$ cat src/hdl/acro_pkg.sv
// package for the audio clock rate and output block
// assumes a single 250 MHz system clock and an AHB-Lite register port
package acro_pkg;
	// register byte offsets
	localparam logic [7:0] ACRO_OFF_CTRL = 8'h00;
	localparam logic [7:0] ACRO_OFF_VARI = 8'h04;
	localparam logic [7:0] ACRO_OFF_HOST = 8'h08;
	localparam logic [7:0] ACRO_OFF_WCLK = 8'h0c;
	localparam logic [7:0] ACRO_OFF_STAT = 8'h10;
	localparam logic [7:0] ACRO_OFF_INCR = 8'h14;
	// timing and rates
	localparam longint ACRO_SYS_HZ = 250000000;
	localparam longint ACRO_HZ_48 = 48000;
	localparam longint ACRO_HZ_441 = 44100;
	localparam longint ACRO_HZ_32 = 32000;
	localparam longint ACRO_TICKS_PER_FS = 512;
	localparam logic [31:0] ACRO_INC_48 = 32'((ACRO_HZ_48 * ACRO_TICKS_PER_FS
		* 64'h1_0000_0000) / ACRO_SYS_HZ);
	localparam logic [31:0] ACRO_INC_441 = 32'((ACRO_HZ_441
		* ACRO_TICKS_PER_FS * 64'h1_0000_0000) / ACRO_SYS_HZ);
	localparam logic [31:0] ACRO_INC_32 = 32'((ACRO_HZ_32 * ACRO_TICKS_PER_FS
		* 64'h1_0000_0000) / ACRO_SYS_HZ);
	// speed factors, unsigned q.20
	localparam logic [21:0] ACRO_F_ONE = 22'h10_0000;
	localparam logic [21:0] ACRO_F_FINE_DN = 22'h0f_fbe7;
	localparam logic [21:0] ACRO_F_FINE_UP = 22'h10_0419;
	localparam logic [21:0] ACRO_F_COARSE_DN = 22'h0f_5c29;
	localparam logic [21:0] ACRO_F_COARSE_UP = 22'h10_aaab;
	localparam logic [21:0] ACRO_F_VARI_STEP = 22'h00_0419;
	localparam logic signed [7:0] ACRO_VARI_MAX = 8'sh7d;
	localparam int ACRO_TRIM_SHIFT = 12;
	typedef enum logic [1:0] {
		ACRO_R48 = 2'b00, ACRO_R441 = 2'b01, ACRO_R32 = 2'b10
	} acro_rate_t;
	typedef enum logic [1:0] {
		ACRO_P_OFF = 2'b00, ACRO_P_DN = 2'b01, ACRO_P_UP = 2'b10
	} acro_pull_t;
	typedef enum logic [1:0] {
		ACRO_PM_LOCAL = 2'b00, ACRO_PM_HOST = 2'b01, ACRO_PM_VARI = 2'b10
	} acro_pmode_t;
	typedef enum logic [2:0] {
		ACRO_WC_OFF = 3'b000, ACRO_WC_PASS = 3'b001, ACRO_WC_X1 = 3'b010,
		ACRO_WC_X2 = 3'b011, ACRO_WC_X4 = 3'b100, ACRO_WC_X256 = 3'b101
	} acro_wc_t;
	typedef enum logic [1:0] {
		ACRO_DS_REF = 2'b00, ACRO_DS_LINK = 2'b01, ACRO_DS_X1 = 2'b10,
		ACRO_DS_X2 = 2'b11
	} acro_dsrc_t;
	typedef enum logic {
		ACRO_BUS_IDLE = 1'b0, ACRO_BUS_RD = 1'b1
	} acro_bus_t;
	// local control word, reset values below
	typedef struct packed {
		acro_dsrc_t dsrc;
		logic [2:0] clk_ref;
		logic wc_link;
		acro_pmode_t pmode;
		acro_pull_t coarse;
		acro_pull_t fine;
		acro_rate_t rate;
	} acro_ctrl_t;
	typedef struct packed {
		logic frame_internal;
		logic connected;
		acro_pull_t coarse;
		acro_pull_t fine;
		logic [2:0] proj_rate;
	} acro_host_t;
	localparam acro_ctrl_t ACRO_CTRL_RST = '{ACRO_DS_X1, 3'h0, 1'b0,
		ACRO_PM_LOCAL, ACRO_P_OFF, ACRO_P_OFF, ACRO_R48};
	localparam logic [11:0] ACRO_WCLK_RST = 12'h492;
	localparam logic [2:0] ACRO_REF_FRAME = 3'h0;
endpackage : acro_pkg

$ cat src/hdl/acro_nco.sv
// phase accumulator ticking at 512 times the audio sample rate
// assumes increment is stable or changes on any cycle
`timescale 1ns/10ps
module acro_nco
	import acro_pkg::*;
(
	input wire logic i_clk,
	input wire logic i_rst_n,
	input wire logic [31:0] i_inc,
	output logic o_tick
);
	logic [31:0] acc;
	logic tick;
	logic [31:0] next_acc;
	logic next_tick;

	// carry out gives an evenly spread tick with no phase jump on retune
	always_comb begin
		{next_tick, next_acc} = {1'b0, acc} + {1'b0, i_inc};
	end

	always_ff @(posedge i_clk or negedge i_rst_n) begin
		if (!i_rst_n) begin
			acc <= 32'h0000_0000;
			tick <= 1'b0;
		end else begin
			acc <= next_acc;
			tick <= next_tick;
		end
	end

	assign o_tick = tick;
endmodule : acro_nco

$ cat src/hdl/acro_clk_sel.sv
// glitch-free clock selector, one registered output
// assumes sources are square waves sampled on the system clock
`timescale 1ns/10ps
module acro_clk_sel
	import acro_pkg::*;
(
	input wire logic i_clk,
	input wire logic i_rst_n,
	input wire logic [7:0] i_src,
	input wire logic [2:0] i_sel,
	input wire logic [2:0] i_rst_sel,
	output logic o_clk
);
	logic [2:0] cur;
	logic parked;
	logic out;
	logic [2:0] next_cur;
	logic next_parked;
	logic next_out;

	// park low only once the old source is low, leave only while the
	// new one is low: no shortened high phase reaches the pin
	always_comb begin
		next_cur = cur;
		next_parked = parked;
		if (!parked && i_sel != cur && !i_src[cur]) begin
			next_parked = 1'b1;
		end else if (parked && !i_src[i_sel]) begin
			next_parked = 1'b0;
			next_cur = i_sel;
		end
		next_out = next_parked ? 1'b0 : i_src[next_cur];
	end

	always_ff @(posedge i_clk or negedge i_rst_n) begin
		if (!i_rst_n) begin
			cur <= 3'h0;
			parked <= 1'b1;
			out <= 1'b0;
		end else begin
			cur <= next_cur;
			parked <= next_parked;
			out <= next_out;
		end
	end

	// i_rst_sel only documents the intended power-up source
	logic unused_rst_sel;
	assign unused_rst_sel = ^i_rst_sel;
	assign o_clk = out;
endmodule : acro_clk_sel

$ cat src/hdl/acro_top.sv
// audio sample clock generator with word clock and digital out clocks
// assumes synchronous pins, one 250 MHz clock and an AHB-Lite master
//
// The AHB-Lite slave port and the address map were chosen for this implementation.
`timescale 1ns/10ps
module acro_top
	import acro_pkg::*;
(
	input wire logic i_clk,
	input wire logic i_rst_n,
	input wire logic i_hsel,
	input wire logic [31:0] i_haddr,
	input wire logic [1:0] i_htrans,
	input wire logic i_hwrite,
	input wire logic [2:0] i_hsize,
	input wire logic [31:0] i_hwdata,
	input wire logic i_hready,
	output logic [31:0] o_hrdata,
	output logic o_hreadyout,
	output logic o_hresp,
	input wire logic i_wc_in,
	input wire logic [5:0] i_ref_in,
	input wire logic i_link_clk,
	input wire logic [1:0] i_dig_link_data,
	output logic o_word_clock_out_a,
	output logic o_word_clock_out_b,
	output logic o_word_clock_out_c,
	output logic o_word_clock_out_d,
	output logic o_dig_clk,
	output logic [1:0] o_dig_link_data
);
	// register state
	acro_ctrl_t ctrl;
	acro_ctrl_t next_ctrl;
	logic signed [7:0] vari;
	logic signed [7:0] next_vari;
	acro_host_t host;
	acro_host_t next_host;
	logic [11:0] wclk;
	logic [11:0] next_wclk;
	// bus state
	acro_bus_t bus_st;
	acro_bus_t next_bus_st;
	logic wr_pend;
	logic next_wr_pend;
	logic [7:0] addr;
	logic [7:0] next_addr;
	logic [31:0] rdata;
	logic [31:0] next_rdata;
	logic ready;
	logic next_ready;
	// read back by the bus, driven further down
	logic [31:0] inc;
	logic [31:0] stat_word;

	function automatic acro_rate_t proj_to_base(input logic [2:0] code);
		// 0:32k 1:44.1k 2:48k 3:88.2k 4:96k 5:176.4k 6:192k
		case (code)
			3'h0: proj_to_base = ACRO_R32;
			3'h1, 3'h3, 3'h5: proj_to_base = ACRO_R441;
			default: proj_to_base = ACRO_R48;
		endcase
	endfunction : proj_to_base

	function automatic logic [21:0] pull_factor(input acro_pull_t p,
		input logic coarse);
		case (p)
			ACRO_P_DN: pull_factor = coarse ? ACRO_F_COARSE_DN : ACRO_F_FINE_DN;
			ACRO_P_UP: pull_factor = coarse ? ACRO_F_COARSE_UP : ACRO_F_FINE_UP;
			default: pull_factor = ACRO_F_ONE;
		endcase
	endfunction : pull_factor

	// a link write spreads the first field that changed to all four
	function automatic logic [11:0] link_write(input logic [11:0] old_v,
		input logic [11:0] new_v, input logic link);
		logic [11:0] res;
		logic found;
		res = new_v;
		found = 1'b0;
		if (link) begin
			for (int i = 0; i < 4; i++) begin
				if (!found && new_v[i*3 +: 3] != old_v[i*3 +: 3]) begin
					found = 1'b1;
					res = {4{new_v[i*3 +: 3]}};
				end
			end
		end
		link_write = res;
	endfunction : link_write

	// effective settings
	logic host_rate;
	acro_rate_t eff_rate;
	acro_pull_t eff_fine;
	acro_pull_t eff_coarse;
	logic vari_on;
	assign host_rate = host.connected && host.frame_internal
		&& ctrl.clk_ref == ACRO_REF_FRAME;
	assign eff_rate = host_rate ? proj_to_base(host.proj_rate)
		: ctrl.rate;
	assign eff_fine = (ctrl.pmode == ACRO_PM_HOST) ? host.fine
		: ctrl.fine;
	assign eff_coarse = (ctrl.pmode == ACRO_PM_HOST) ? host.coarse
		: ctrl.coarse;
	assign vari_on = ctrl.pmode == ACRO_PM_VARI;

	// bus slave: writes land in the data phase, reads take one wait
	// so a read right after a write sees the new value
	logic take;
	logic [11:0] wc_wr;
	logic signed [7:0] vari_wr;
	assign take = i_hsel && i_htrans[1] && i_hready;
	assign wc_wr = link_write(wclk, i_hwdata[11:0], ctrl.wc_link);
	assign vari_wr = i_hwdata[7:0];

	always_comb begin
		next_ctrl = ctrl;
		next_vari = vari;
		next_host = host;
		next_wclk = wclk;
		next_bus_st = bus_st;
		next_wr_pend = 1'b0;
		next_addr = addr;
		next_rdata = rdata;
		next_ready = 1'b1;
		if (wr_pend) begin
			case (addr)
				ACRO_OFF_CTRL: next_ctrl = i_hwdata[13:0];
				ACRO_OFF_VARI: begin
					// clamp keeps the offset inside the allowed span
					if (vari_wr > ACRO_VARI_MAX) begin
						next_vari = ACRO_VARI_MAX;
					end else if (vari_wr < -ACRO_VARI_MAX) begin
						next_vari = -ACRO_VARI_MAX;
					end else begin
						next_vari = vari_wr;
					end
				end
				ACRO_OFF_HOST: next_host = i_hwdata[8:0];
				ACRO_OFF_WCLK: next_wclk = wc_wr;
				default: next_ctrl = ctrl;
			endcase
		end
		case (bus_st)
			ACRO_BUS_IDLE: begin
				if (take) begin
					next_addr = {i_haddr[7:2], 2'b00};
					if (i_hwrite) begin
						next_wr_pend = 1'b1;
					end else begin
						next_bus_st = ACRO_BUS_RD;
						next_ready = 1'b0;
					end
				end
			end
			ACRO_BUS_RD: begin
				next_bus_st = ACRO_BUS_IDLE;
				case (addr)
					ACRO_OFF_CTRL: next_rdata = {18'h0, ctrl};
					ACRO_OFF_VARI: next_rdata = {{24{vari[7]}}, vari};
					ACRO_OFF_HOST: next_rdata = {23'h0, host};
					ACRO_OFF_WCLK: next_rdata = {20'h0, wclk};
					ACRO_OFF_STAT: next_rdata = stat_word;
					ACRO_OFF_INCR: next_rdata = inc;
					default: next_rdata = 32'h0000_0000;
				endcase
			end
			default: next_bus_st = ACRO_BUS_IDLE;
		endcase
	end

	always_ff @(posedge i_clk or negedge i_rst_n) begin
		if (!i_rst_n) begin
			ctrl <= ACRO_CTRL_RST;
			vari <= 8'sh00;
			host <= '0;
			wclk <= ACRO_WCLK_RST;
			bus_st <= ACRO_BUS_IDLE;
			wr_pend <= 1'b0;
			addr <= 8'h00;
			rdata <= 32'h0000_0000;
			ready <= 1'b1;
		end else begin
			ctrl <= next_ctrl;
			vari <= next_vari;
			host <= next_host;
			wclk <= next_wclk;
			bus_st <= next_bus_st;
			wr_pend <= next_wr_pend;
			addr <= next_addr;
			rdata <= next_rdata;
			ready <= next_ready;
		end
	end

	// speed pipeline: base increment times combined factor
	logic [21:0] fac;
	logic [21:0] next_fac;
	logic [31:0] next_inc;
	logic [31:0] base_inc;
	logic [43:0] pull_prod;
	logic [53:0] inc_prod;
	logic [21:0] vari_fac;

	always_comb begin
		case (eff_rate)
			ACRO_R441: base_inc = ACRO_INC_441;
			ACRO_R32: base_inc = ACRO_INC_32;
			default: base_inc = ACRO_INC_48;
		endcase
		pull_prod = pull_factor(eff_fine, 1'b0)
			* pull_factor(eff_coarse, 1'b1);
		vari_fac = 22'(signed'({1'b0, ACRO_F_ONE})
			+ signed'(vari) * signed'({1'b0, ACRO_F_VARI_STEP}));
		next_fac = vari_on ? vari_fac
			: pull_prod[41:20];
		inc_prod = base_inc * fac;
		next_inc = inc_prod[51:20];
	end

	always_ff @(posedge i_clk or negedge i_rst_n) begin
		if (!i_rst_n) begin
			fac <= ACRO_F_ONE;
			inc <= ACRO_INC_48;
		end else begin
			fac <= next_fac;
			inc <= next_inc;
		end
	end

	// reference lock: small frequency trim from the 1x phase at each rising
	// reference edge outside vari mode; trimming the rate avoids any phase jump
	logic ref_sel;
	logic ref_q;
	logic [1:0] trim;
	logic [1:0] next_trim;
	logic [31:0] trim_inc;
	logic tick;
	logic [8:0] div;
	logic [8:0] next_div;

	always_comb begin
		case (ctrl.clk_ref)
			3'h1: ref_sel = i_ref_in[1];
			3'h2: ref_sel = i_ref_in[2];
			3'h3: ref_sel = i_ref_in[3];
			3'h4: ref_sel = i_ref_in[4];
			3'h5: ref_sel = i_ref_in[5];
			default: ref_sel = i_ref_in[0];
		endcase
		next_trim = trim;
		if (vari_on) begin
			next_trim = 2'b00;
		end else if (ref_sel && !ref_q) begin
			if (div == 9'h000) begin
				next_trim = 2'b00;
			end else if (!div[8]) begin
				next_trim = 2'b10;
			end else begin
				next_trim = 2'b01;
			end
		end
		case (trim)
			2'b01: trim_inc = inc + (inc >> ACRO_TRIM_SHIFT);
			2'b10: trim_inc = inc - (inc >> ACRO_TRIM_SHIFT);
			default: trim_inc = inc;
		endcase
		next_div = tick ? div + 9'h001 : div;
	end

	always_ff @(posedge i_clk or negedge i_rst_n) begin
		if (!i_rst_n) begin
			ref_q <= 1'b0;
			trim <= 2'b00;
			div <= 9'h000;
		end else begin
			ref_q <= ref_sel;
			trim <= next_trim;
			div <= next_div;
		end
	end

	acro_nco u_nco (
		.i_clk(i_clk),
		.i_rst_n(i_rst_n),
		.i_inc(trim_inc),
		.o_tick(tick)
	);

	// one counter feeds every multiple, so all stay phase coherent
	logic [7:0] wc_src;
	assign wc_src = {2'b00, div[0], div[6], div[7], div[8],
		i_wc_in, 1'b0};

	logic [3:0] wc_out;
	genvar g;
	generate
		for (g = 0; g < 4; g++) begin : g_wc
			acro_clk_sel u_sel (
				.i_clk(i_clk),
				.i_rst_n(i_rst_n),
				.i_src(wc_src),
				.i_sel(wclk[g*3 +: 3]),
				.i_rst_sel(ACRO_WC_X1),
				.o_clk(wc_out[g])
			);
		end
	endgenerate

	assign o_word_clock_out_a = wc_out[0];
	assign o_word_clock_out_b = wc_out[1];
	assign o_word_clock_out_c = wc_out[2];
	assign o_word_clock_out_d = wc_out[3];

	// digital outputs: one shared source for both
	logic [7:0] dig_src;
	assign dig_src = {4'h0, div[7], div[8], i_link_clk, ref_sel};

	acro_clk_sel u_dig (
		.i_clk(i_clk),
		.i_rst_n(i_rst_n),
		.i_src(dig_src),
		.i_sel({1'b0, ctrl.dsrc}),
		.i_rst_sel({1'b0, ACRO_DS_X1}),
		.o_clk(o_dig_clk)
	);

	logic [1:0] link_q;
	logic [1:0] next_link_q;
	always_comb begin
		next_link_q = (ctrl.dsrc == ACRO_DS_LINK) ? i_dig_link_data
			: 2'b00;
	end

	always_ff @(posedge i_clk or negedge i_rst_n) begin
		if (!i_rst_n) begin
			link_q <= 2'b00;
		end else begin
			link_q <= next_link_q;
		end
	end

	assign stat_word = {22'h0, trim, host_rate, vari_on, eff_coarse,
		eff_fine, eff_rate};

	assign o_dig_link_data = link_q;
	assign o_hrdata = rdata;
	assign o_hreadyout = ready;
	assign o_hresp = 1'b0;

	// size is unused: every access is treated as a whole word
	logic unused_size;
	assign unused_size = ^i_hsize;
endmodule : acro_top

$ cat config.mk
export PLATFORM = sky130hd
export DESIGN_NAME = acro_top
export DESIGN_NICKNAME = d
export VERILOG_FILES = /design/src/hdl/acro_pkg.sv /design/src/hdl/acro_nco.sv /design/src/hdl/acro_clk_sel.sv /design/src/hdl/acro_top.sv
export SDC_FILE = /design/constraint.sdc
export NUM_CORES = 2
export LEC_CHECK = 0
export ABC_AREA = 1
export BUFFER_PORTS_ARGS = -buffer_cell sky130_fd_sc_hd__clkbuf_2
export CORE_MARGIN = 4
export CORE_UTILIZATION = 50
export CTS_CLUSTER_DIAMETER = 100
export DETAILED_ROUTE_END_ITERATION = 12
export PLACE_DENSITY = 0.66
export REMOVE_ABC_BUFFERS = 1
export SLEW_MARGIN = 30
export SYNTH_ARGS = -nofsm -noshare
export SYNTH_HDL_FRONTEND = slang
export SYNTH_SLANG_ARGS = --single-unit
export TNS_END_PERCENT = 100
$ cat constraint.sdc
create_clock -name i_clk -period 11.7 [get_ports i_clk]
set_input_delay 1.17 -clock i_clk [delete_from_list [all_inputs] [get_ports i_clk]]
set_output_delay 1.17 -clock i_clk [all_outputs]
set_load 0.01 [all_outputs]
==> results by group <==
Run status
  – Status: finished, final reports clean

Timing
  – Worst Skew: between 0.015 and 0.02 ns
  – Final number of max-transition violations: 0
  – Shortest clock period the worst path allows after layout: 8.76 ns
  – Ratio of final minimum period to clock period: between 70% and 80%
  – Remaining max-slew budget at the tightest pin: around 40%
  – Timing-limited maximum frequency: between 100 and 150 MHz
  – Slew of the pin with the lowest slew margin: around 0.90 ns
  – Unrepaired setup endpoints after global routing: no
  – Count of final setup violators: 0
  – Setup TNS: 0 ns
  – Final Hold Viols: 0
  – Worst setup margin: 2.94 ns

Drt
  – Via count: between 30000 and 40000
  – DRC Markers: 0
  – Total length of routed wires: 120 mm
  – Count of antenna-violating nets left after detailed routing: 0
  – Number of violations reported at the end of detailed-routing iteration 0: 2483
  – Post-DR vias/cell: roughly 5.4
  – Number of detailed-routing iterations run before antenna repair: 6
  – Wirelength per Cell: approximately 19 um

Worst hold path
  – Worst min-delay path category: reg -> reg
  – Hold EP: u_nco.acc[0]
  – Startpoint of the worst hold path: u_nco.acc[0]
  – Cell depth of the worst hold path: 1

Global route
  – Global-route wire length before repair: between 150 and 200 mm
  – Via count of the first global-routing pass: ~35000
  – Maximum number of pins on one net before global-route repair: 85
  – Global-route total usage across every layer: between 20% and 30%
  – Met3 demand-to-capacity share in global routing: under 10%
  – M2 GR Usage: a little under half
  – Met1 routing resource usage after global routing: 39.2%
  – Global route total overflow: 0
  – Number of antenna violations at the first check in global routing: 3
  – Most utilized layer in the global route result: met2

Placement
  – IO buf count: 75
  – Half-perimeter wire length after placement: just over 100 mm
  – RePlAce Congestion: a little under 1
  – Worst setup slack before clock tree synthesis: around 3.1 ns

Setup path
  – Kind of critical path: reg -> reg
  – Delay of the slowest cell on the worst path: 0.73 ns
  – R2R cell count: 30
  – Critical register-to-register path endpoint: inc[17]
  – Arrival time of the worst setup path: between 9 and 10 ns
  – Worst reg2reg startpoint: ctrl[9]
  – Critical path required time: about 12 ns
  – Worst R2R Setup Slack: 2.94 ns
  – Slowest-stage cell, CP: sky130_fd_sc_hd__ha_1
  – Worst Setup Start Kind: register
  – Kind of end point of the critical path: register
  – Critical-path maximum fanout: 19

Synth
  – Sequential area share after synthesis: ~13%
  – Mapped Cells: about 5200
  – Post-synth top area cell: sky130_fd_sc_hd__fa_1
  – Most frequently used flop master after synthesis: sky130_fd_sc_hd__dfrtp_1
  – Avg Synthesized Cell Area: between 8 and 9 sq um
  – Syn. warnings: 0
  – Area share of the largest cell type after synthesis: 31.5%
  – Number of distinct library cells after synthesis: between 60 and 70
  – Post-synth ARST share: 100%
  – Number of flops mapped to enable cells by yosys: 0
  – Area contributors post-synth: sky130_fd_sc_hd__fa_1 (32%), sky130_fd_sc_hd__ha_1 (15%), sky130_fd_sc_hd__inv_1 (11%)
  – Register bit total from synthesis: 210
  – Area of the mapped netlist: ~42000 sq um

Clock tree
  – Post CTS Setup Buffer Count: 0
  – Clock-pin slew of the registers on the worst-case setup and hold paths: ~0.07 ns
  – Clock H-tree levels: 1
  – Insertion delay of the later-clocked pin in the worst-skew pair: roughly 0.56 ns
  – Number of hold buffers added after cts: 0
  – Number of buffers on the longest clock path: 3
  – Clock Sink Count: 210
  – Post-cts gate resize count: 0
  – TritonCTS Buffers: 25
  – TritonCTS clock tree: done
  – Clk root buf: sky130_fd_sc_hd__clkbuf_16

Finish
  – Storage element area: about 5300 sq um
  – Layout fillers: 7911
  – Layout area overhead: 5.73%
  – Share of final-layout standard cells stronger than drive strength 1: 4.20%
  – Area of the multi-input gates: between 30000 and 40000 sq um
  – Layout net count: roughly 6500

Die
  – Std cell rows: roughly 110
  – Y dimension of the die: roughly 300 um
  – Initial standard-cell utilization of the core: a little over 50%
  – Io pins: roughly 130
  – Full die area: approximately 90000 sq um
  – Horizontal extent of the die: 297 um
  – Area inside the core boundary: slightly above 80000 sq um

Run
  – Reported max-cap violation count: 0
[metal layers]
metal,vias to the layer above,part of all wire (%)
li1,16100,-
met1,16400,44
met2,1107,45
met3,209,6.8
met4,0,3.5
met5,-,0
[per-stage QoR]
step	hold slack [ns]	cell area (sq um)	utilization, %	instances
final	0.479	44100	53.6	6304
after global routing	0.501	44100	53.6	6304
after CTS	0.485	44100	53.5	6303
after detailed placement	0.471	43300	52.6	6257
after global placement	0.463	43300	52.6	6257
after floorplan	0.453	41400	-	5093
[cell families after synthesis]
group | count (synthesis) | share of synthesized area (%)
multiplexers | 6 | 0.156
AND/OR/NAND/NOR | 1553 | 15.3
buffers and inverters | 1354 | 12.3
flip-flops | 210 | 12.7
other | 1 | 0.00899
AO/OA/AOI/OAI | 731 | 9.93
adder cells (fa/ha/maj) | 1169 | 46.9
XOR/XNOR | 131 | 2.75
[sequential cells by signal, summed over array words and instances (netlist names), 8 cells and up]
signal	flops
fac	22
wclk	12
inc	32
host	9
g_wc.u_sel.cur	12
ctrl	14
o_hrdata	32
vari	8
div	9
u_nco.acc	32
[placed cells by master (no fill, tap or decap), types with 5 or more instances in the layout]
master and count:
sky130_fd_sc_hd__dfrtp_1 183, sky130_fd_sc_hd__inv_2 10, sky130_fd_sc_hd__nor2_2 6, sky130_fd_sc_hd__clkbuf_2 74, sky130_fd_sc_hd__ha_1 512, sky130_fd_sc_hd__clkbuf_16 25, sky130_fd_sc_hd__o21bai_1 24, sky130_fd_sc_hd__inv_1 1275
sky130_fd_sc_hd__nand3_1 197, sky130_fd_sc_hd__xnor2_1 51, sky130_fd_sc_hd__a221oi_1 5, sky130_fd_sc_hd__o21a_1 13, sky130_fd_sc_hd__a21boi_0 16, sky130_fd_sc_hd__nor2_1 411, sky130_fd_sc_hd__dfstp_2 27, sky130_fd_sc_hd__and3_1 6
sky130_fd_sc_hd__o211ai_1 10, sky130_fd_sc_hd__o21ai_2 5, sky130_fd_sc_hd__a21o_1 40, sky130_fd_sc_hd__fa_1 657, sky130_fd_sc_hd__o21ai_1 29, sky130_fd_sc_hd__a22oi_1 15, sky130_fd_sc_hd__a31oi_1 22, sky130_fd_sc_hd__buf_4 18
sky130_fd_sc_hd__o21ai_0 243, sky130_fd_sc_hd__nand2_2 7, sky130_fd_sc_hd__nor3_1 37, sky130_fd_sc_hd__nor4_1 12, sky130_fd_sc_hd__or2_2 11, sky130_fd_sc_hd__nand3b_1 6, sky130_fd_sc_hd__xor2_1 80, sky130_fd_sc_hd__nand4_1 31
sky130_fd_sc_hd__clkinv_2 5, sky130_fd_sc_hd__a21oi_1 270, sky130_fd_sc_hd__o31ai_1 10, sky130_fd_sc_hd__clkbuf_1 6, sky130_fd_sc_hd__inv_6 5, sky130_fd_sc_hd__nand2_1 818
[how the worst max path moves through the flow]
stage / start / endpoint / slack (ns)
after floorplan: ctrl[7] / fac[16] / 3.10
after global placement: ctrl[7] / fac[16] / 3.17
after detailed placement: ctrl[7] / fac[16] / 3.13
after CTS: ctrl[7] / fac[16] / 3.10
after global routing: ctrl[7] / fac[16] / 2.46
final: ctrl[9] / inc[17] / 2.94
[critical path: cells and delay by family, from the launching register on]
family,cells,cell delay [ns]
flip-flops,1,0.48
XOR/XNOR,1,0.21
AO/OA/AOI/OAI,2,0.24
buffers and inverters,9,1.11
AND/OR/NAND/NOR,9,1.71
adder cells (fa/ha/maj),9,4.87
[cell usage after synthesis (40+ instances only)]
cell / count
sky130_fd_sc_hd__nor2_1: 413
sky130_fd_sc_hd__o21ai_0: 243
sky130_fd_sc_hd__nand2_1: 818
sky130_fd_sc_hd__ha_1: 512
sky130_fd_sc_hd__inv_1: 1277
sky130_fd_sc_hd__xor2_1: 80
sky130_fd_sc_hd__fa_1: 657
sky130_fd_sc_hd__clkbuf_1: 43
sky130_fd_sc_hd__dfrtp_1: 183
sky130_fd_sc_hd__xnor2_1: 51
sky130_fd_sc_hd__nand3_1: 197
sky130_fd_sc_hd__a21oi_1: 270
sky130_fd_sc_hd__a21o_1: 40
[layout make-up]
class	count	area share (%)
clock buffers	35	1.59
well taps	1070	3.03
diodes	1	0.00567
flip-flops and latches	210	12.0
inverters	1289	11.0
clock inverters	11	0.187
repair buffers	94	1.21
multi-input cells	3594	71.0
Power is not shown: default switching activity piles up to over one toggle a cycle in this logic, so the estimate is an artifact.
